[config.mk]
export PLATFORM = sky130hd
export DESIGN_NAME = tdmpl_mode_ctrl
export DESIGN_NICKNAME = d
export VERILOG_FILES = /design/src/tdmpl_pkg.sv /design/src/tdmpl_skew_line.sv /design/src/tdmpl_ref_monitor.sv /design/src/tdmpl_mode_ctrl.sv
export SDC_FILE = /design/constraint.sdc
export NUM_CORES = 1
export LEC_CHECK = 0
export BUFFER_PORTS_ARGS = -buffer_cell sky130_fd_sc_hd__buf_2
export CAP_MARGIN = 15
export CORE_MARGIN = 10
export CORE_UTILIZATION = 40
export CTS_CLUSTER_SIZE = 25
export DETAILED_ROUTE_END_ITERATION = 10
export PLACE_DENSITY_LB_ADDON = 0.08
export SLEW_MARGIN = 20
export SYNTH_ARGS = -nofsm -noshare
export SYNTH_HDL_FRONTEND = slang
export SYNTH_SLANG_ARGS = --single-unit
[constraint.sdc]
create_clock -name sys_clk -period 17.4 [get_ports sys_clk]
set_clock_uncertainty 0.2 [all_clocks]
set_input_delay 4.35 -clock sys_clk [delete_from_list [all_inputs] [get_ports sys_clk]]
set_output_delay 4.35 -clock sys_clk [all_outputs]
set_load 0.05 [all_outputs]
[src/tdmpl_pkg.sv]
// Shared constants, types and decodes for the timing-mode control block.
// Assumes a 125 MHz system clock; every time below is turned into cycles of it.

package tdmpl_pkg;

  // ----------------------------------------------------------------
  // Register map (byte addresses, 16-bit registers in low lanes)
  // ----------------------------------------------------------------
  localparam logic [11:0] MAIN_CONTROL_OFS = 12'h000;
  localparam logic [11:0] PLL_MODE_OFS     = 12'h004;
  localparam logic [11:0] PLL_STATUS_OFS   = 12'h008;
  localparam logic [11:0] PLL_ADJUST_OFS   = 12'h00c;

  // Field positions
  localparam int CTRL_BYPASS_BIT = 14;
  localparam int MODE_SEL_BIT    = 0;
  localparam int MODE_FREQ_LSB   = 1;
  localparam int MODE_REF_POLARITY_INVERT_BIT   = 3;
  localparam int MODE_REFSEL_BIT = 4;
  localparam int STAT_FAIL_BIT   = 0;
  localparam int STAT_MODE_LSB   = 1;
  localparam int STAT_LOCK_BIT   = 3;
  localparam int ADJ_POS_LSB     = 0;
  localparam int ADJ_SKEW_LSB    = 8;
  localparam int POS_W           = 7;
  localparam int SKEW_W          = 3;
  localparam logic [15:0] REG_RESET = 16'h0000;
  // Pin synchroniser reset levels {osc, ext ref, frame pulse (active low), bus clock}
  localparam logic [3:0]  PIN_IDLE  = 4'h2;

  // Reference frequency codes
  localparam logic [1:0] FREQ_8K   = 2'h0;
  localparam logic [1:0] FREQ_1544 = 2'h1;
  localparam logic [1:0] FREQ_2048 = 2'h2;

  // ----------------------------------------------------------------
  // Timing
  // ----------------------------------------------------------------
  localparam int CLK_PERIOD_PS  = 8000;
  localparam int FRAME_NS       = 125000;
  localparam int FRAME_CYC_DEF  = FRAME_NS * 1000 / CLK_PERIOD_PS;
  localparam int REF_1544_PS    = 647668;
  localparam int REF_2048_PS    = 488281;
  localparam logic [15:0] NOM_1544_CYC = 16'(REF_1544_PS / CLK_PERIOD_PS);
  localparam logic [15:0] NOM_2048_CYC = 16'(REF_2048_PS / CLK_PERIOD_PS);
  localparam int MIN_PULSE_NS   = 90;
  localparam int MIN_PULSE_CYC  = (MIN_PULSE_NS * 1000 + CLK_PERIOD_PS - 1) / CLK_PERIOD_PS;
  localparam int TOL_8K_SHIFT   = 5;
  localparam int TOL_LINE_SHIFT = 2;
  localparam int SKEW_TAPS      = 8;
  localparam int SKEW_TAP_PS    = 1900;
  localparam int SKEW_TAP_RAW   = (SKEW_TAP_PS + CLK_PERIOD_PS - 1) / CLK_PERIOD_PS;
  localparam int SKEW_TAP_CYC   = (SKEW_TAP_RAW < 1) ? 1 : SKEW_TAP_RAW;
  localparam int PHASE_STEP_PS  = 15200;
  localparam int PHASE_STEP_RAW = PHASE_STEP_PS / CLK_PERIOD_PS;
  localparam int PHASE_STEP_CYC = (PHASE_STEP_RAW < 1) ? 1 : PHASE_STEP_RAW;
  localparam int SW_CLK_BIT     = 1;

  typedef enum logic [1:0] {MODE_MASTER, MODE_FREERUN, MODE_BYPASS} tdmpl_mode_e;

  // Bypass overrides the mode bit
  function automatic tdmpl_mode_e decodeMode(input logic bypass, input logic modeBit);
    if (bypass) begin
      return MODE_BYPASS;
    end else if (modeBit) begin
      return MODE_FREERUN;
    end
    return MODE_MASTER;
  endfunction

  // Nominal reference period in cycles for a frequency code
  function automatic logic [15:0] nomCycles(input logic [1:0] f, input int frameCyc);
    if (f == FREQ_8K) begin
      return 16'(frameCyc);
    end else if (f == FREQ_1544) begin
      return NOM_1544_CYC;
    end
    return NOM_2048_CYC;
  endfunction

endpackage

[src/tdmpl_skew_line.sv]
// Tapped delay line that skews the selected reference.
// Assumes sys_clk domain input; one tap is at least one clock cycle.

`timescale 1ns/100ps

module tdmpl_skew_line import tdmpl_pkg::*; #(
  parameter int TAPS    = SKEW_TAPS,
  parameter int TAP_CYC = SKEW_TAP_CYC
) (
  // Clock and reset
  input  wire logic              sys_clk,
  input  wire logic              rst_n,
  // Reference in, tap choice, reference out
  input  wire logic              refIn,
  input  wire logic [SKEW_W-1:0] tapSel,
  output logic                   refOut
);

  localparam int LEN = TAPS * TAP_CYC;

  if (TAPS != (1 << SKEW_W) || TAP_CYC < 1) begin : gBadCfg
    $error("skew line: tap count must match the select width");
  end

  logic [LEN-1:0] line_ff;
  logic [LEN-1:0] nxt_line;
  logic           nxt_refOut;

  // Shift the reference along and pick one tap
  always_comb begin
    nxt_line   = {line_ff[LEN-2:0], refIn};
    nxt_refOut = line_ff[int'(tapSel) * TAP_CYC];
  end

  always_ff @(posedge sys_clk or negedge rst_n) begin
    if (!rst_n) begin
      line_ff <= '0;
      refOut  <= 1'b0;
    end else begin
      line_ff <= nxt_line;
      refOut  <= nxt_refOut;
    end
  end
endmodule

[src/tdmpl_ref_monitor.sv]
// Validity monitor for the selected timing reference.
// Assumes refIn is already in the sys_clk domain.

`timescale 1ns/100ps

module tdmpl_ref_monitor import tdmpl_pkg::*; #(
  parameter int FRAME_CYC = FRAME_CYC_DEF
) (
  // Clock and reset
  input  wire logic       sys_clk,
  input  wire logic       rst_n,
  // Reference and its programmed frequency
  input  wire logic       refIn,
  input  wire logic [1:0] freqSel,
  // Validity
  output logic            refFail
);

  localparam logic [15:0] MIN_M1 = 16'(MIN_PULSE_CYC - 1);

  logic        refPrev_ff, seenRise_ff;
  logic [15:0] pulseCnt_ff, perCnt_ff;
  logic        nxt_refPrev, nxt_seenRise, nxt_fail;
  logic [15:0] nxt_pulseCnt, nxt_perCnt;
  logic [15:0] nom, tol, lo, hi, perLen;
  logic        rise, edgeAny, shortPulse, badPer, good;

  // Edge timing checks: pulse width, period window, missing edges
  always_comb begin
    rise    = refIn & ~refPrev_ff;
    edgeAny = refIn ^ refPrev_ff;
    nom     = nomCycles(freqSel, FRAME_CYC);
    tol     = (freqSel == FREQ_8K) ? (nom >> TOL_8K_SHIFT) : (nom >> TOL_LINE_SHIFT);
    lo      = nom - tol;
    hi      = nom + tol;
    perLen  = perCnt_ff + 16'h0001;
    shortPulse = edgeAny && (pulseCnt_ff < MIN_M1);
    badPer  = (rise && seenRise_ff && (perLen < lo || perLen > hi)) || (perCnt_ff >= hi);
    good    = rise && seenRise_ff && !badPer && !shortPulse;
    nxt_refPrev  = refIn;
    nxt_seenRise = seenRise_ff | rise;
    nxt_pulseCnt = edgeAny ? 16'h0000 : (&pulseCnt_ff ? pulseCnt_ff : pulseCnt_ff + 16'h0001);
    nxt_perCnt   = rise ? 16'h0000 : (&perCnt_ff ? perCnt_ff : perLen);
    // A failure in the same cycle as a good period wins
    if (shortPulse || badPer) begin
      nxt_fail = 1'b1;
    end else if (good) begin
      nxt_fail = 1'b0;
    end else begin
      nxt_fail = refFail;
    end
  end

  always_ff @(posedge sys_clk or negedge rst_n) begin
    if (!rst_n) begin
      refPrev_ff  <= 1'b0;
      seenRise_ff <= 1'b0;
      pulseCnt_ff <= 16'hffff; // Level before the first edge has unknown length
      perCnt_ff   <= 16'h0000;
      refFail     <= 1'b0;
    end else begin
      refPrev_ff  <= nxt_refPrev;
      seenRise_ff <= nxt_seenRise;
      pulseCnt_ff <= nxt_pulseCnt;
      perCnt_ff   <= nxt_perCnt;
      refFail     <= nxt_fail;
    end
  end
endmodule

[src/tdmpl_mode_ctrl.sv]
// Timing-mode control of the switch synthesizer: APB registers, mode
// decode, reference selection, a digital frame loop and clock steering.
// Assumes all timing pins are asynchronous to sys_clk (125 MHz).
//
// Overview of operation
// - Bypass bit set gives bypass; else mode bit picks master or free-run.
// - Reset clears every register, so the block starts in master mode.
// - Master mode slips the switch timing toward the selected reference.
// - Free-run ignores the reference; timing comes from the local clock alone.
// - Bypass skips the loop; switch timing follows the bus input clock.
// - Master and free-run feed the oscillator to the loop master clock.
// - A two-bit field sets the nominal reference frequency.
// - The loop acts on rising reference edges; a bit inverts the external one.
// - The selected reference is checked continuously for validity.
// - Phase offset gives coarse lead or lag; skew taps give fine delay.
// - Frame pulse is sampled on the bus input clock into an 8 kHz reference.
// - A select bit picks derived or external reference for the skew stage.
// - Serial inputs are always sampled on the bus input clock edge.
// - Switch timing times the switch and every serial bus output.
// - Entry to free-run is accepted at any moment.
// - In bypass, outputs follow the bus input clock without loop jitter.
// - Eight-tap delay line skews the reference; three bits choose the tap.
// - Seven-bit two's complement offset is added to the phase error.
// - Failure flag reads high when the reference is invalid, low when valid.
//
// Implementation choices: the APB interface to the registers and the placing of the registers.

`timescale 1ns/100ps

module tdmpl_mode_ctrl import tdmpl_pkg::*; #(
  parameter int FRAME_CYC = FRAME_CYC_DEF
) (
  // Clock and reset
  input  wire logic        sys_clk,
  input  wire logic        rst_n,
  // APB slave
  input  wire logic        psel,
  input  wire logic        penable,
  input  wire logic        pwrite,
  input  wire logic [11:0] paddr,
  input  wire logic [31:0] pwdata,
  output logic      [31:0] prdata,
  output logic             pready,
  output logic             pslverr,
  // Timing pins from outside
  input  wire logic        busInputClock,
  input  wire logic        busInputFramePulse_n,
  input  wire logic        extReference,
  input  wire logic        oscillatorClock,
  // Timing outputs
  output logic             switchTimingClock,
  output logic             switchTimingTick,
  output logic             busOutputFramePulse_n,
  output logic             inputSampleStrobe,
  output logic             loopMasterClock,
  output logic             multiplierFromBus,
  output logic             loopTracking
);

  if (FRAME_CYC < 64 || FRAME_CYC > 65535) begin : gBadFrame
    $error("mode ctrl: frame length out of counter range");
  end

  // ----------------------------------------------------------------
  // Pin synchronisers
  // ----------------------------------------------------------------
  logic [3:0] pinRaw, pinA_ff, pinB_ff;
  logic       busClkS, busFpS_n, extRefS, oscS;

  assign pinRaw = {oscillatorClock, extReference, busInputFramePulse_n, busInputClock};

  // Two flops per pin; reset to idle levels so no false frame pulse follows reset
  for (genvar i = 0; i < 4; i++) begin : gSync
    always_ff @(posedge sys_clk or negedge rst_n) begin
      if (!rst_n) begin
        pinA_ff[i] <= PIN_IDLE[i];
        pinB_ff[i] <= PIN_IDLE[i];
      end else begin
        pinA_ff[i] <= pinRaw[i];
        pinB_ff[i] <= pinA_ff[i];
      end
    end
  end

  assign {oscS, extRefS, busFpS_n, busClkS} = pinB_ff;

  // ----------------------------------------------------------------
  // APB register file
  // ----------------------------------------------------------------
  typedef enum logic [2:0] {SEL_CTRL, SEL_MODE, SEL_STAT, SEL_ADJ, SEL_NONE} tdmpl_sel_e;

  // Address decode shared by the write and read paths
  function automatic tdmpl_sel_e decodeAddr(input logic [11:0] a);
    if (a == MAIN_CONTROL_OFS) begin
      return SEL_CTRL;
    end else if (a == PLL_MODE_OFS) begin
      return SEL_MODE;
    end else if (a == PLL_STATUS_OFS) begin
      return SEL_STAT;
    end else if (a == PLL_ADJUST_OFS) begin
      return SEL_ADJ;
    end
    return SEL_NONE;
  endfunction

  logic [15:0] ctrlReg_ff, modeReg_ff, adjReg_ff;
  logic [15:0] nxt_ctrlReg, nxt_modeReg, nxt_adjReg;
  logic [31:0] nxt_prdata;
  logic [15:0] statusWord;
  tdmpl_sel_e  regSel;
  logic        setupPh, accessPh;
  logic        refFail, locked_ff;
  tdmpl_mode_e curMode;

  assign regSel   = decodeAddr(paddr);
  assign setupPh  = psel & ~penable;
  assign accessPh = psel & penable;
  // Zero-wait slave: read data was captured in the setup cycle
  assign pready   = accessPh;
  assign pslverr  = accessPh & (regSel == SEL_NONE);

  // Status word shows live block state
  always_comb begin
    statusWord = 16'h0000;
    statusWord[STAT_FAIL_BIT] = refFail;
    statusWord[STAT_MODE_LSB +: 2] = curMode;
    statusWord[STAT_LOCK_BIT] = locked_ff;
  end

  // Writes land at the access edge; reads are sampled in setup
  always_comb begin
    nxt_ctrlReg = ctrlReg_ff;
    nxt_modeReg = modeReg_ff;
    nxt_adjReg  = adjReg_ff;
    nxt_prdata  = prdata;
    if (accessPh && pwrite) begin
      if (regSel == SEL_CTRL) begin
        nxt_ctrlReg = pwdata[15:0];
      end else if (regSel == SEL_MODE) begin
        nxt_modeReg = pwdata[15:0];
      end else if (regSel == SEL_ADJ) begin
        nxt_adjReg = pwdata[15:0];
      end
    end
    if (setupPh && !pwrite) begin
      nxt_prdata = 32'h0000_0000;
      if (regSel == SEL_CTRL) begin
        nxt_prdata[15:0] = ctrlReg_ff;
      end else if (regSel == SEL_MODE) begin
        nxt_prdata[15:0] = modeReg_ff;
      end else if (regSel == SEL_STAT) begin
        nxt_prdata[15:0] = statusWord;
      end else if (regSel == SEL_ADJ) begin
        nxt_prdata[15:0] = adjReg_ff;
      end
    end
  end

  // All registers clear on reset, which selects master mode
  always_ff @(posedge sys_clk or negedge rst_n) begin
    if (!rst_n) begin
      ctrlReg_ff <= REG_RESET;
      modeReg_ff <= REG_RESET;
      adjReg_ff  <= REG_RESET;
      prdata     <= 32'h0000_0000;
    end else begin
      ctrlReg_ff <= nxt_ctrlReg;
      modeReg_ff <= nxt_modeReg;
      adjReg_ff  <= nxt_adjReg;
      prdata     <= nxt_prdata;
    end
  end

  // ----------------------------------------------------------------
  // Mode decode and reference path
  // ----------------------------------------------------------------
  logic              bypassOn, pinvOn, useDerived;
  logic [1:0]        freqSel;
  logic [SKEW_W-1:0] skewSel;
  logic signed [POS_W-1:0] posWord;
  logic              refPolar, selRef, skewRef;

  // Straight from register contents, no handshake, so free-run entry is immediate
  assign curMode    = decodeMode(ctrlReg_ff[CTRL_BYPASS_BIT], modeReg_ff[MODE_SEL_BIT]);
  assign bypassOn   = (curMode == MODE_BYPASS);
  assign freqSel    = modeReg_ff[MODE_FREQ_LSB +: 2];
  assign pinvOn     = modeReg_ff[MODE_REF_POLARITY_INVERT_BIT];
  assign useDerived = modeReg_ff[MODE_REFSEL_BIT];
  assign skewSel    = adjReg_ff[ADJ_SKEW_LSB +: SKEW_W];
  assign posWord    = signed'(adjReg_ff[ADJ_POS_LSB +: POS_W]);

  logic derived8k_ff, busClkPrev_ff, nxt_derived8k;
  logic busClkRise;

  assign busClkRise = busClkS & ~busClkPrev_ff;

  // Frame pulse caught on each bus clock rise gives the 8 kHz reference
  always_comb begin
    nxt_derived8k = busClkRise ? ~busFpS_n : derived8k_ff;
  end

  always_ff @(posedge sys_clk or negedge rst_n) begin
    if (!rst_n) begin
      derived8k_ff  <= 1'b0;
      busClkPrev_ff <= 1'b0;
    end else begin
      derived8k_ff  <= nxt_derived8k;
      busClkPrev_ff <= busClkS;
    end
  end

  // Only the external input is inverted; the derived one has fixed sense
  assign refPolar = extRefS ^ pinvOn;
  // Derived reference relies on software zeroing the frequency field
  assign selRef   = useDerived ? derived8k_ff : refPolar;

  tdmpl_skew_line uSkew (
    .sys_clk (sys_clk),
    .rst_n   (rst_n),
    .refIn   (selRef),
    .tapSel  (skewSel),
    .refOut  (skewRef)
  );

  tdmpl_ref_monitor #(.FRAME_CYC(FRAME_CYC)) uMon (
    .sys_clk (sys_clk),
    .rst_n   (rst_n),
    .refIn   (selRef),
    .freqSel (freqSel),
    .refFail (refFail)
  );

  // ----------------------------------------------------------------
  // Digital frame loop
  // ----------------------------------------------------------------
  logic [15:0] fbCnt_ff, frameCnt_ff, nxt_fbCnt, nxt_frameCnt, fbPer;
  logic [16:0] fbSum, frSum;
  logic        refPrev_ff, refRise, nxt_locked;
  logic [1:0]  step;
  logic signed [17:0] fbSigned, phaseErr;

  assign refRise = skewRef & ~refPrev_ff;
  assign fbPer   = nomCycles(freqSel, FRAME_CYC);

  // Phase error at each reference rise, then a one-cycle slip at most;
  // the slip limit trades pull-in speed for a gentle output phase slope
  always_comb begin
    if (fbCnt_ff > (fbPer >> 1)) begin
      fbSigned = $signed({2'b00, fbCnt_ff}) - $signed({2'b00, fbPer});
    end else begin
      fbSigned = $signed({2'b00, fbCnt_ff});
    end
    phaseErr   = fbSigned + 18'(posWord * PHASE_STEP_CYC);
    step       = 2'h1;
    nxt_locked = locked_ff;
    if (curMode == MODE_MASTER && refRise) begin
      nxt_locked = (phaseErr == 18'sh0);
      if (phaseErr > 18'sh0) begin
        step = 2'h0;
      end else if (phaseErr < 18'sh0) begin
        step = 2'h2;
      end
    end else if (curMode != MODE_MASTER) begin
      nxt_locked = 1'b0;
    end
    fbSum = {1'b0, fbCnt_ff} + {15'h0000, step};
    frSum = {1'b0, frameCnt_ff} + {15'h0000, step};
    nxt_fbCnt    = (fbSum >= {1'b0, fbPer}) ? 16'(fbSum - {1'b0, fbPer}) : fbSum[15:0];
    nxt_frameCnt = (frSum >= 17'(FRAME_CYC)) ? 16'(frSum - 17'(FRAME_CYC)) : frSum[15:0];
  end

  always_ff @(posedge sys_clk or negedge rst_n) begin
    if (!rst_n) begin
      fbCnt_ff    <= 16'h0000;
      frameCnt_ff <= 16'h0000;
      refPrev_ff  <= 1'b0;
      locked_ff   <= 1'b0;
    end else begin
      fbCnt_ff    <= nxt_fbCnt;
      frameCnt_ff <= nxt_frameCnt;
      refPrev_ff  <= skewRef;
      locked_ff   <= nxt_locked;
    end
  end

  // ----------------------------------------------------------------
  // Clock steering and timing outputs
  // ----------------------------------------------------------------
  logic nxt_stc, nxt_tick, nxt_fpo_n, nxt_sample, nxt_lmc, nxt_mfb, nxt_track;

  // Bypass hands timing to the bus clock; the loop counters keep running
  always_comb begin
    nxt_stc    = bypassOn ? busClkS : frameCnt_ff[SW_CLK_BIT];
    nxt_tick   = bypassOn ? busClkRise : (nxt_frameCnt[SW_CLK_BIT:0] == 2'h0);
    nxt_fpo_n  = bypassOn ? busFpS_n : (frameCnt_ff != 16'h0000);
    nxt_sample = busClkRise;
    nxt_lmc    = bypassOn ? 1'b0 : oscS;
    nxt_mfb    = bypassOn;
    nxt_track  = (curMode == MODE_MASTER);
  end

  always_ff @(posedge sys_clk or negedge rst_n) begin
    if (!rst_n) begin
      switchTimingClock     <= 1'b0;
      switchTimingTick      <= 1'b0;
      busOutputFramePulse_n <= 1'b1;
      inputSampleStrobe     <= 1'b0;
      loopMasterClock       <= 1'b0;
      multiplierFromBus     <= 1'b0;
      loopTracking          <= 1'b0;
    end else begin
      switchTimingClock     <= nxt_stc;
      switchTimingTick      <= nxt_tick;
      busOutputFramePulse_n <= nxt_fpo_n;
      inputSampleStrobe     <= nxt_sample;
      loopMasterClock       <= nxt_lmc;
      multiplierFromBus     <= nxt_mfb;
      loopTracking          <= nxt_track;
    end
  end

  logic rstDone_ff;
  always_ff @(posedge sys_clk or negedge rst_n) begin
    if (!rst_n) begin
      rstDone_ff <= 1'b0;
    end else begin
      rstDone_ff <= 1'b1;
    end
  end
endmodule

# ---- Yosys cells after proc, flatten, opt, wreduce, memory -nomap -nowiden
# Cells that the tools add are included.
dict set report word_totals {
  in_bits 53
  output_inout_bits 41
  regBits 159
  word_cells 153
}
dict set report classes {
  bitwise_logic 16
  mux 45
  n_eq_ne 11
  n_addsub 10
  order_cmp 10
  n_reduce_logical 29
}
# op count
set op_table {}
lappend op_table {{16-bit 2-to-1 mux} 13}
lappend op_table {{16-bit by 2-bit adder with 17-bit output} 2}
lappend op_table {{16-bit by 1-bit adder with 16-bit output (second input constant)} 2}
lappend op_table {{16-bit AND reduction} 2}
lappend op_table {{16-bit subtractor} 2}
lappend op_table {{12-bit by 4-bit == test with 1-bit output (second input constant)} 2}
lappend op_table {{18-bit by 7-bit adder with 18-bit output} 1}
lappend op_table {{18-bit by 1-bit > comparator with 1-bit output (second input constant)} 1}
lappend op_table {{18-bit logical NOT} 1}
lappend op_table {{18-bit by 1-bit less-than comparator with 1-bit output (second input constant)} 1}
lappend op_table {{1-bit 2-to-1 mux} 18}
lappend op_table {{18-bit 2-to-1 mux} 1}
lappend op_table {{17-bit by 14-bit >= comparator with 1-bit output (second input constant)} 1}
lappend op_table {{17-bit by 16-bit >= comparator with 1-bit output} 1}
lappend op_table {{16-bit by 16-bit subtractor with 17-bit output} 1}
lappend op_table {{16-bit adder} 1}
lappend op_table {{16-bit >= comparator} 1}
lappend op_table {{16-bit by 15-bit > comparator with 1-bit output} 1}
lappend op_table {{16-bit > comparator} 1}
lappend op_table {{16-bit less-than comparator} 1}
lappend op_table {{16-bit by 4-bit less-than comparator with 1-bit output (second input constant)} 1}
lappend op_table {{16-bit nonzero test} 1}
lappend op_table {{16-bit by 14-bit subtractor with 16-bit output (second input constant)} 1}
lappend op_table {{3-bit 2-to-1 mux} 5}
lappend op_table {{25 further kinds} 59}

# ---- Logic depth before layout (Yosys ltp)
# Gate-level depths: netlist of the first run.
dict set report depth {
  word_depth 16
  depth_mapped 40
  depth_no_buf 35
}

# ---- Hierarchy
# From an unflattened synthesis of the first run, not the netlist that was laid out.
dict set report unflattened {
  hier_cells 1190
  hier_area_um2 11543.6
}
# mod area_per_inst_um2 cells_each seq_area_each_um2 instances
set by_module_without_submodules {}
lappend by_module_without_submodules {tdmpl_mode_ctrl 8549.4 875 2881.5 1}
lappend by_module_without_submodules {tdmpl_ref_monitor 2705.1 303 895.9 1}
lappend by_module_without_submodules {tdmpl_skew_line 289.0 12 225.2 1}

# ---- Least setup slack after synthesis of the first run
# OpenSTA, ideal clock, no wires.
dict set report synth_path {
  path_kind {input port to output port}
  start {input paddr[5]}
  end {output pslverr}
  t_arrival_ns 5.669
  stages 4
  t_required_ns 12.850
  slack_ns 7.181
  n_path_buf 1
  cell_sequence {nor4_1 -> nand3_1 -> clkbuf_1 -> and2_1}
}
dict set report synth_between {
  elab_chain_len 8
  elab_cells_between_ends 14
  classes_between {eq/ne: 4; mux: 8; bitwise: 1; reduce/logical: 1}
}
# item line_no
set synth_rtl {}
lappend synth_rtl {{from (decl)} tdmpl_mode_ctrl.sv:40} ;# input wire logic [11:0] paddr,
lappend synth_rtl {{12-bit by 4-bit == test with 1-bit output} tdmpl_mode_ctrl.sv:100} ;# end else if (a == PLL_ADJUST_OFS) begin
lappend synth_rtl {{1-bit 2-to-1 mux} tdmpl_mode_ctrl.sv:100}
lappend synth_rtl {{1-bit 2-to-1 mux} tdmpl_mode_ctrl.sv:98} ;# end else if (a == PLL_STATUS_OFS) begin
lappend synth_rtl {{1-bit 2-to-1 mux} tdmpl_mode_ctrl.sv:96} ;# end else if (a == PLL_MODE_OFS) begin
lappend synth_rtl {{1-bit 2-to-1 mux} tdmpl_mode_ctrl.sv:94} ;# if (a == MAIN_CONTROL_OFS) begin
lappend synth_rtl {{3-bit 2-to-1 mux *} tdmpl_mode_ctrl.sv:103} ;# return SEL_NONE;
lappend synth_rtl {{3-bit == test *} tdmpl_mode_ctrl.sv:120} ;# assign pslverr = accessPh & (regSel == SEL_NONE);
lappend synth_rtl {{1-bit bitwise AND *} tdmpl_mode_ctrl.sv:120}
lappend synth_rtl {{to (decl)} tdmpl_mode_ctrl.sv:44} ;# output logic pslverr,
# Every way passes the cells marked *; elsewhere a longest branch is shown, timed or not.

# ---- Final worst setup path of the first run
# Ends and elaborated chain as after synthesis.

==> out/metrics.csv, run 1 <==
metric,value,unit
outcome,"finished, final reports clean",
Reg-to-Reg Start,modeReg_ff[2],
I/O Buffers,61,
worst-case clock buffer depth,2,
Slew headroom,32.0,%
"count leader, synth",dfrtp_1,
Die X,188,um
worst reg2reg setup slack,6.90,ns
Arrival @ worst endpoint,6.47,ns
drt total wl,27400,um
gpl congestion,0.855,
antenna violations before repair,0,
drt via density,5.49,
CTS tree,yes,
CTS Hold Bufs,0,
Mapped Cells,1166,
final core occ,44.5,%
PostCTS Resize Cnt,0,
nets,1349,
worst reg2reg endpoint,fbCnt_ff[2],
HPWL after detailed placement,20300,um
ys flop type,dfrtp_1,
Vias,8781,
crit-path max FO,16,
YS warnings,0,
Overflow after GRT,0,
initial DRC count,576,
root buf cell,clkbuf_16,
Remaining DRCs,0,
worst-case reg-to-reg path depth,32,
Final Cycle Share,63.3,%
Ports,94,
share of cells above drive strength 1,18.9,%
Worst Tran Pin Value,1.02,ns
Fmax,90.7,MHz
Crit Path Category,in -> out,
CTS Sinks,158,
cell internal pwr,952,uW
largest cells by area after synthesis,"dfrtp_1 31%, ha_1 9.3%, mux2_2 7.4%",
initial core utilization,40.5,%
first-pass GRT wire length,45700,um
Critical Path Sink,pslverr,
"antenna viol nets, final",0,
CP Launch Point,paddr[5],
final period demand of the worst path,11.02,ns
CTS buffer count,17,
global-route usage over all layers,15.6,%
clock network power share,21.9,%
Hold Path Class,reg -> reg,
htree depth,4,
VDD IR max,0.0693,mV
TNS Setup,0,ns
CP endpoint kind,output pin,
largest net degree at the start of global routing,89,
RSZ-0062 raised after global routing,no,
Setup Viol. Count Final,0,
pwr/cell area,134,mW/mm2
required time worst endpoint,12.85,ns
Unique masters post-synth,90,
Max-Cap Viols,0,
DR WL/cell,17.1,um
drt pass-1 iters,5,
Sw Ratio,42.4,%
register area share after synthesis,35.3,%
syn avg cell area,9.66,um2
Gate power share,49.0,%
post-CTS setup buffer count,0,
most instantiated cells after synthesis,"139 x dfrtp_1, 102 x nand2_1, 84 x ha_1, 74 x mux2_2, 67 x nor2_1",
leading area contributor after synthesis,dfrtp_1,
Synth top area share,30.9,%
#FFs+latches synth,158,
Die Y,188,um
clock transition at the registers of the reported paths,0.06,ns
HP Start,pinA_ff[0],
post-synthesis async set-or-reset flop share,100,%
number of enable flip-flop cells after synthesis,0,
mapped cell area,0.0113,mm2
row count,61,
worst-skew pair later-pin latency,0.43,ns
Seq pwr share,29.2,%
Core ar.,0.0278,mm2
Synth-to-Final Area Change,9.78,%
vias in the first global route,8542,
Switch Pwr,701,uW
total die area,0.0353,mm2
Fin. Hold Viols,0,
Antenna diodes,0,
max-slew violations,0,
Setup crit start kind,primary input,
Leak,0.00551,uW
critical path: stages:
cell,delay (ns)
buf_2,0.09
nor4_1,0.72
nand3_1,0.71
and2_1,0.39
buf_2,0.21
stage by stage:
stage	std cells	hold slack, ns	power [uW]	instance area, um2	setup WS [ns]
finish	1600	0.150	1650	12400	6.38
global route	1600	0.165	1790	12400	6.14
CTS	1600	0.153	1660	12400	6.33
detailed placement	1568	0.138	1290	11800	6.33
global placement	1568	0.134	1290	11800	6.36
floorplan	1184	0.131	1130	11300	7.18
worst min path at each step:
stage / endpoint / slack (ns) / cells past startpoint
after floorplan: busClkS / 0.13 / 0
after global routing: busClkS / 0.17 / 0
after detailed placement: busClkS / 0.14 / 0
after CTS: busClkS / 0.15 / 0
final: busClkS / 0.15 / 0
after global placement: oscS / 0.13 / 0
registers in the layout, summed over array words and instances (netlist names), 4 cells and up:
| name | cells |
|---|---|
| adjReg_ff | 16 |
| ctrlReg_ff | 16 |
| fbCnt_ff | 16 |
| frameCnt_ff | 16 |
| modeReg_ff | 16 |
| prdata | 16 |
| uMon.perCnt_ff | 16 |
| uMon.pulseCnt_ff | 16 |
| uSkew.line_ff | 8 |
| pinA_ff | 4 |
power by group through the flow:
stage | sequential [uW] | combinational (uW) | clock [uW]
2_1_floorplan | 457 | 675 | 0
3_3_place_gp | 490 | 801 | 0
3_5_place_dp | 489 | 802 | 0
4_1_cts | 483 | 808 | 374
5_1_grt | 493 | 906 | 389
6_report | 482 | 809 | 361
metal layers:
layer	part of all wire (%)	wire (um)	up-vias	global-route usage, %
li1	-	-	4326	-
met1	50	13600	4281	21.7
met2	46	12700	155	24.8
met3	3.2	879	19	2.71
met4	0.97	266	0	3.51
met5	0	0	-	0
cell families after synthesis:
family | share of synthesized area [%]
fa+ha+maj | 9.95
mux | 9.84
other cells | 0.0667
xor+xnor | 7.30
buf+inv | 4.70
flops | 35.3
simple gates | 18.3
compound gates | 14.5
layout make-up:
type	count	area, um2
Multi-Input combinational cell	921	6830
Inverter	44	165
Timing Repair Buffer	67	357
Sequential cell	158	3980
Fill cell	2677	15400
Clock inverter	12	103
Clock buffer	20	457
Tap cell	378	473
layout by cell type (no fill, tap or decap), types with 19 or more instances in the layout:
cell type	count
a21o_1	21
a21oi_1	46
buf_2	60
conb_1	20
dfrtp_1	139
dfstp_2	19
ha_1	84
inv_1	43
mux2_2	74
nand2_1	102
nand3_1	37
nand4_1	32
nor2_1	67
nor3_1	24
nor4_1	23
o21ai_0	43
o31ai_1	22
xnor2_1	62
xor2_1	30
Power figures use the tool's default switching activity.
==> run 2, diff against run 1 <==
Clock period 17.4 ns to 11.5 ns, I/O delays scaled along.
==> run 2 against run 1 <==
Die area stayed put. Wire length increased by 1.1%. Combinational power up 52%. Count of clock-buffer cells in the layout grew 3. Sequential power is 52% higher. Largest cell class unchanged. Hold slack lost 0.0019 ns. Highest routed layer unchanged. Sequential share of layout area down 0.13 points. Via count up 0.15%. Critical endpoint is now fbCnt_ff[4]. Non-clock buffer count up 1.
==> out/metrics.csv, run 2 (same netlist as run 1, synthesis figures left out) <==
metric,value,unit
row count,61,
Crit path max-delay family,simple AND/OR/NAND/NOR gates,
drt pass-1 iters,5,
Die X,188,um
CTS buffer count,17,
final worst slack,1.48,ns
first-pass GRT wire length,46600,um
final core occ,44.7,%
nets,1350,
clock transition at the registers of the reported paths,0.07,ns
fin cells,1601,
HP Start,pinA_ff[0],
max-slew violations,0,
DR WL/cell,17.3,um
final period demand of the worst path,10.02,ns
Vias,8794,
Crit Path Category,reg -> reg,
Final Cycle Share,87.2,%
placed cell count,1569,
Placement Setup Slack,1.49,ns
Setup Viol. Count Final,0,
Setup crit start kind,flip-flop,
worst-case reg-to-reg path depth,30,
Die Y,188,um
crit-path max FO,20,
initial core utilization,40.5,%
Reg-to-Reg Start,modeReg_ff[2],
Overflow after GRT,0,
drt total wl,27700,um
CTS tree,yes,
worst-skew pair later-pin latency,0.44,ns
I/O Buffers,61,
TNS Setup,0,ns
antenna violations before repair,1,
worst-case clock buffer depth,2,
CP max stage delay,0.76,ns
share of cells above drive strength 1,18.7,%
"commonest cells after routing, fill and taps aside","139 x dfrtp_1, 102 x nand2_1, 84 x ha_1, 74 x mux2_2, 67 x nor2_1",
post-CTS setup buffer count,0,
Ports,94,
PostCTS Resize Cnt,0,
CP Launch Point,modeReg_ff[2],
HPWL after detailed placement,20400,um
Leak,0.00555,uW
Arrival @ worst endpoint,10.15,ns
Slew headroom,30.7,%
"commonest non-fill, non-tap cell in the layout",dfrtp_1,
worst reg2reg endpoint,fbCnt_ff[4],
Antenna diodes,0,
RSZ-0062 raised after global routing,no,
Remaining DRCs,0,
vias in the first global route,8819,
drt via density,5.49,
worst reg2reg setup slack,1.48,ns
Fin. Hold Viols,0,
global-route usage over all layers,16.0,%
Worst Tran Pin Value,1.04,ns
Hold EP,busClkS,
Core ar.,0.0278,mm2
htree depth,4,
Synth-to-Final Area Change,10.2,%
Hold Path Stages,0,
required time worst endpoint,11.62,ns
Fmax,99.8,MHz
total die area,0.0353,mm2
root buf cell,clkbuf_16,
Crit path top cell by count,ha_1,
initial DRC count,579,
Max-Cap Viols,0,
pwr/cell area,205,mW/mm2
CP endpoint kind,flip-flop,
Hold WS,0.148,ns
largest net degree at the start of global routing,99,
worst path buffer plus inverter count,1,
CP max-delay cell,and3b_1,
outcome,"finished, final reports clean",
CTS Hold Bufs,0,
Hold Path Class,reg -> reg,
gpl congestion,0.855,
CTS Sinks,158,
VDD IR max,0.107,mV
"antenna viol nets, final",0,
-- run 2: cell types whose count changed in the layout (fill, tap and decap cells not counted) --
| cell | change |
|---|---|
| inv_6 | -4 |
| clkbuf_1 | +3 |
| inv_8 | -1 |
| clkinv_2 | +2 |
| buf_4 | +1 |
| bufinv_16 | +3 |
| clkinvlp_4 | -3 |
-- run 2: per-stage QoR --
stage	instance area (um2)	power, uW
2_1_floorplan	11300	1710
3_3_place_gp	11800	1950
3_5_place_dp	11800	1960
4_1_cts	12400	2570
5_1_grt	12400	2770
6_report	12400	2550
-- run 2: metal layers --
layer / routed length (um) / track usage (%) / vias up
met5: 0 / 0 / -
met4: 217 / 3.51 / 0
met3: 964 / 3.28 / 20
met2: 13100 / 25.7 / 133
met1: 13500 / 21.6 / 4286
li1: - / - / 4355
-- run 2: how the worst max path moves through the flow --
stage / end / cells after the start
finish: fbCnt_ff[4] / 30
global route: fbCnt_ff[4] / 31
CTS: fbCnt_ff[4] / 30
detailed placement: fbCnt_ff[4] / 30
global placement: fbCnt_ff[2] / 31
floorplan: fbCnt_ff[10] / 34
-- run 2: report_power, final --
group	internal (uW)	switching, uW	total (uW)
clock network	354	238	592
logic	528	699	1230
registers	620	112	731
-- run 2: layout make-up --
type / instances / area [um2]
Fill cell: 2690 / 15400
Sequential cell: 158 / 3980
Clock buffer: 23 / 468
Tap cell: 378 / 473
Multi-Input combinational cell: 921 / 6830
Timing Repair Buffer: 68 / 364
Inverter: 44 / 165
Clock inverter: 9 / 134
==> run 3, diff against run 2 <==
Settings changed: BUFFER_PORTS_ARGS -buffer_cell sky130_fd_sc_hd__buf_2 to default, DONT_BUFFER_PORTS from default to 1, SYNTH_HIERARCHICAL from default to 1.
==> run 3 against run 2 <==
Clock power decreased by 5.6%. Die area increased by 2.2%. Area after synthesis increased by 2.5%. Synthesized cell count increased by 2.1%. Critical path depth increased by 3. Non-clock buffer count decreased by 63. Sequential share of layout area increased by 0.28 points. Utilization decreased by 1.4 points. Wire length about the same. Total power decreased by 2.6%. Hold slack improved by 0.0051 ns.
==> out/metrics.csv, run 3 <==
metric,value,unit
outcome,"finished, final reports clean",
largest cells by area after synthesis,"dfrtp_1 30%, ha_1 8.8%, mux2_2 6.3%",
Placed Area,0.0118,mm2
PostCTS Resize Cnt,0,
initial core utilization,40.3,%
gpl congestion,0.800,
vias in the first global route,8488,
post-synthesis async set-or-reset flop share,100,%
RSZ-0062 raised after global routing,no,
"commonest cells after routing, fill and taps aside","140 x dfrtp_1, 91 x nand2_1, 81 x ha_1, 77 x nor2_1, 65 x mux2_2",
Setup Viol. Count Final,0,
Worst Tran Pin Value,1.05,ns
Setup crit start kind,flip-flop,
Final Cycle Share,88.0,%
placed cell count,1536,
Fin. Hold Viols,0,
drt pass-1 iters,5,
CTS Sinks,159,
Slew headroom,30.1,%
nets,1308,
CTS Hold Bufs,0,
global-route usage over all layers,15.5,%
required time worst endpoint,11.61,ns
Crit Path Category,reg -> reg,
TNS Setup,0,ns
Die Y,190,um
worst-case clock buffer depth,2,
post-CTS setup buffer count,0,
worst-skew pair later-pin latency,0.43,ns
CTS tree,yes,
Core ar.,0.0286,mm2
Synth-to-Final Area Change,7.26,%
CP max stage delay,0.62,ns
Arrival @ worst endpoint,10.22,ns
Reg-to-Reg Start,modeReg_ff[1],
pwr/cell area,201,mW/mm2
number of enable flip-flop cells after synthesis,0,
root buf cell,clkbuf_16,
Antenna diodes,0,
drt total wl,27700,um
Leak,0.00549,uW
Unique masters post-synth,110,
most instantiated cells after synthesis,"140 x dfrtp_1, 92 x nand2_1, 81 x ha_1, 78 x nor2_1, 65 x mux2_2",
Overflow after GRT,0,
Die X,190,um
Crit path top cell by count,nand2_1,
VDD IR max,0.112,mV
Vias,8663,
fin cells,1568,
first-pass GRT wire length,45900,um
# fillers,2793,
share of cells above drive strength 1,15.5,%
register area share after synthesis,34.7,%
YS warnings,6,
final period demand of the worst path,10.12,ns
Synth top area share,30.3,%
htree depth,4,
Hold Path Class,reg -> reg,
HPWL after detailed placement,20100,um
"antenna viol nets, final",0,
Fmax,98.8,MHz
total die area,0.0361,mm2
crit-path max FO,22,
Ports,94,
max-slew violations,0,
#FFs+latches synth,159,
Remaining DRCs,0,
post-route cell area,0.0124,mm2
CTS buffer count,17,
mapped cell area,0.0115,mm2
clock transition at the registers of the reported paths,0.07,ns
leading area contributor after synthesis,dfrtp_1,
"commonest non-fill, non-tap cell in the layout",dfrtp_1,
HP Start,pinA_ff[3],
largest net degree at the start of global routing,160,
final core occ,43.3,%
Max-Cap Viols,0,
CP Launch Point,modeReg_ff[1],
DR WL/cell,17.7,um
Mapped Cells,1190,
Placement Setup Slack,1.46,ns
CP max-delay cell,ha_1,
I/O Buffers,0,
antenna violations before repair,0,
initial DRC count,473,
CP endpoint kind,flip-flop,
row count,62,
drt via density,5.52,
syn avg cell area,9.70,um2
"count leader, synth",dfrtp_1,
ys flop type,dfrtp_1,
final worst slack,1.38,ns
## run 3: cell types whose count changed after synthesis, sizes merged, moves of 6 or more
cell    change
o21ai      +16
inv        +14
nor2       +14
xnor2      -12
xor2       +12
nand4      -11
nand2       -9
nor4        -9
a211oi      +6
and4        -6
mux2        -6
nand3       +6
o31ai       -6
## run 3: where the power goes
group | switching, uW | internal (uW) | leakage (uW)
sequential | 130 | 622 | 0.00202
clock | 249 | 310 | 0.000275
combinational | 687 | 486 | 0.00320
## run 3: routing by layer
layer / GRT usage (%) / part of all wire, %
met1: 21.7 / 51
met2: 24.5 / 45
met3: 2.73 / 3.0
met4: 3.17 / 0.76
met5: 0 / 0
## run 3: worst paths after layout
check | slack (ns) | to | depth (start not counted)
max | 1.38 | fbCnt_ff[2] | 33
min | 0.15 | oscS | 0
max reg2reg | 1.38 | fbCnt_ff[2] | 33
min reg2reg | 0.15 | oscS | 0
max in group asynchronous | 8.85 | busFpS_n | 0
min in group asynchronous | 1.94 | uMon/perCnt_ff[14] | 0
## run 3: logic make-up after synthesis
group	count (synthesis)	share of synthesized area, %
simple gates	377	17.6
compound gates	269	17.0
flops	159	34.7
buf+inv	117	4.71
xor+xnor	93	7.41
mux	87	9.13
fa+ha+maj	85	9.39
other cells	3	0.0975
## run 3: cell type report
class	instances	area [um2]	area share (%)
clock buffers	20	447	3.61
clock inverters	12	126	1.02
inverters	58	218	1.76
multi-input cells	930	7070	57.1
flip-flops and latches	159	4000	32.3
well taps	384	480	3.88
repair buffers	5	37.5	0.303
## run 3: per-stage QoR
stage               power [uW]  hold slack [ns]
finish                    2480            0.153
global route              2690            0.159
CTS                       2500            0.155
detailed placement        1930            0.140
global placement          1930            0.134
floorplan                 1700            0.131
## run 3: worst max-delay path, delay by kind of cell, from the launching register on
family / cells / cell delay [ns]
XOR/XNOR: 1 / 0.23
AND/OR/NAND/NOR: 14 / 3.96
flip-flops: 1 / 0.55
buffers and inverters: 2 / 0.32
multiplexers: 2 / 0.60
adder cells (fa/ha/maj): 6 / 2.10
AO/OA/AOI/OAI: 8 / 2.00
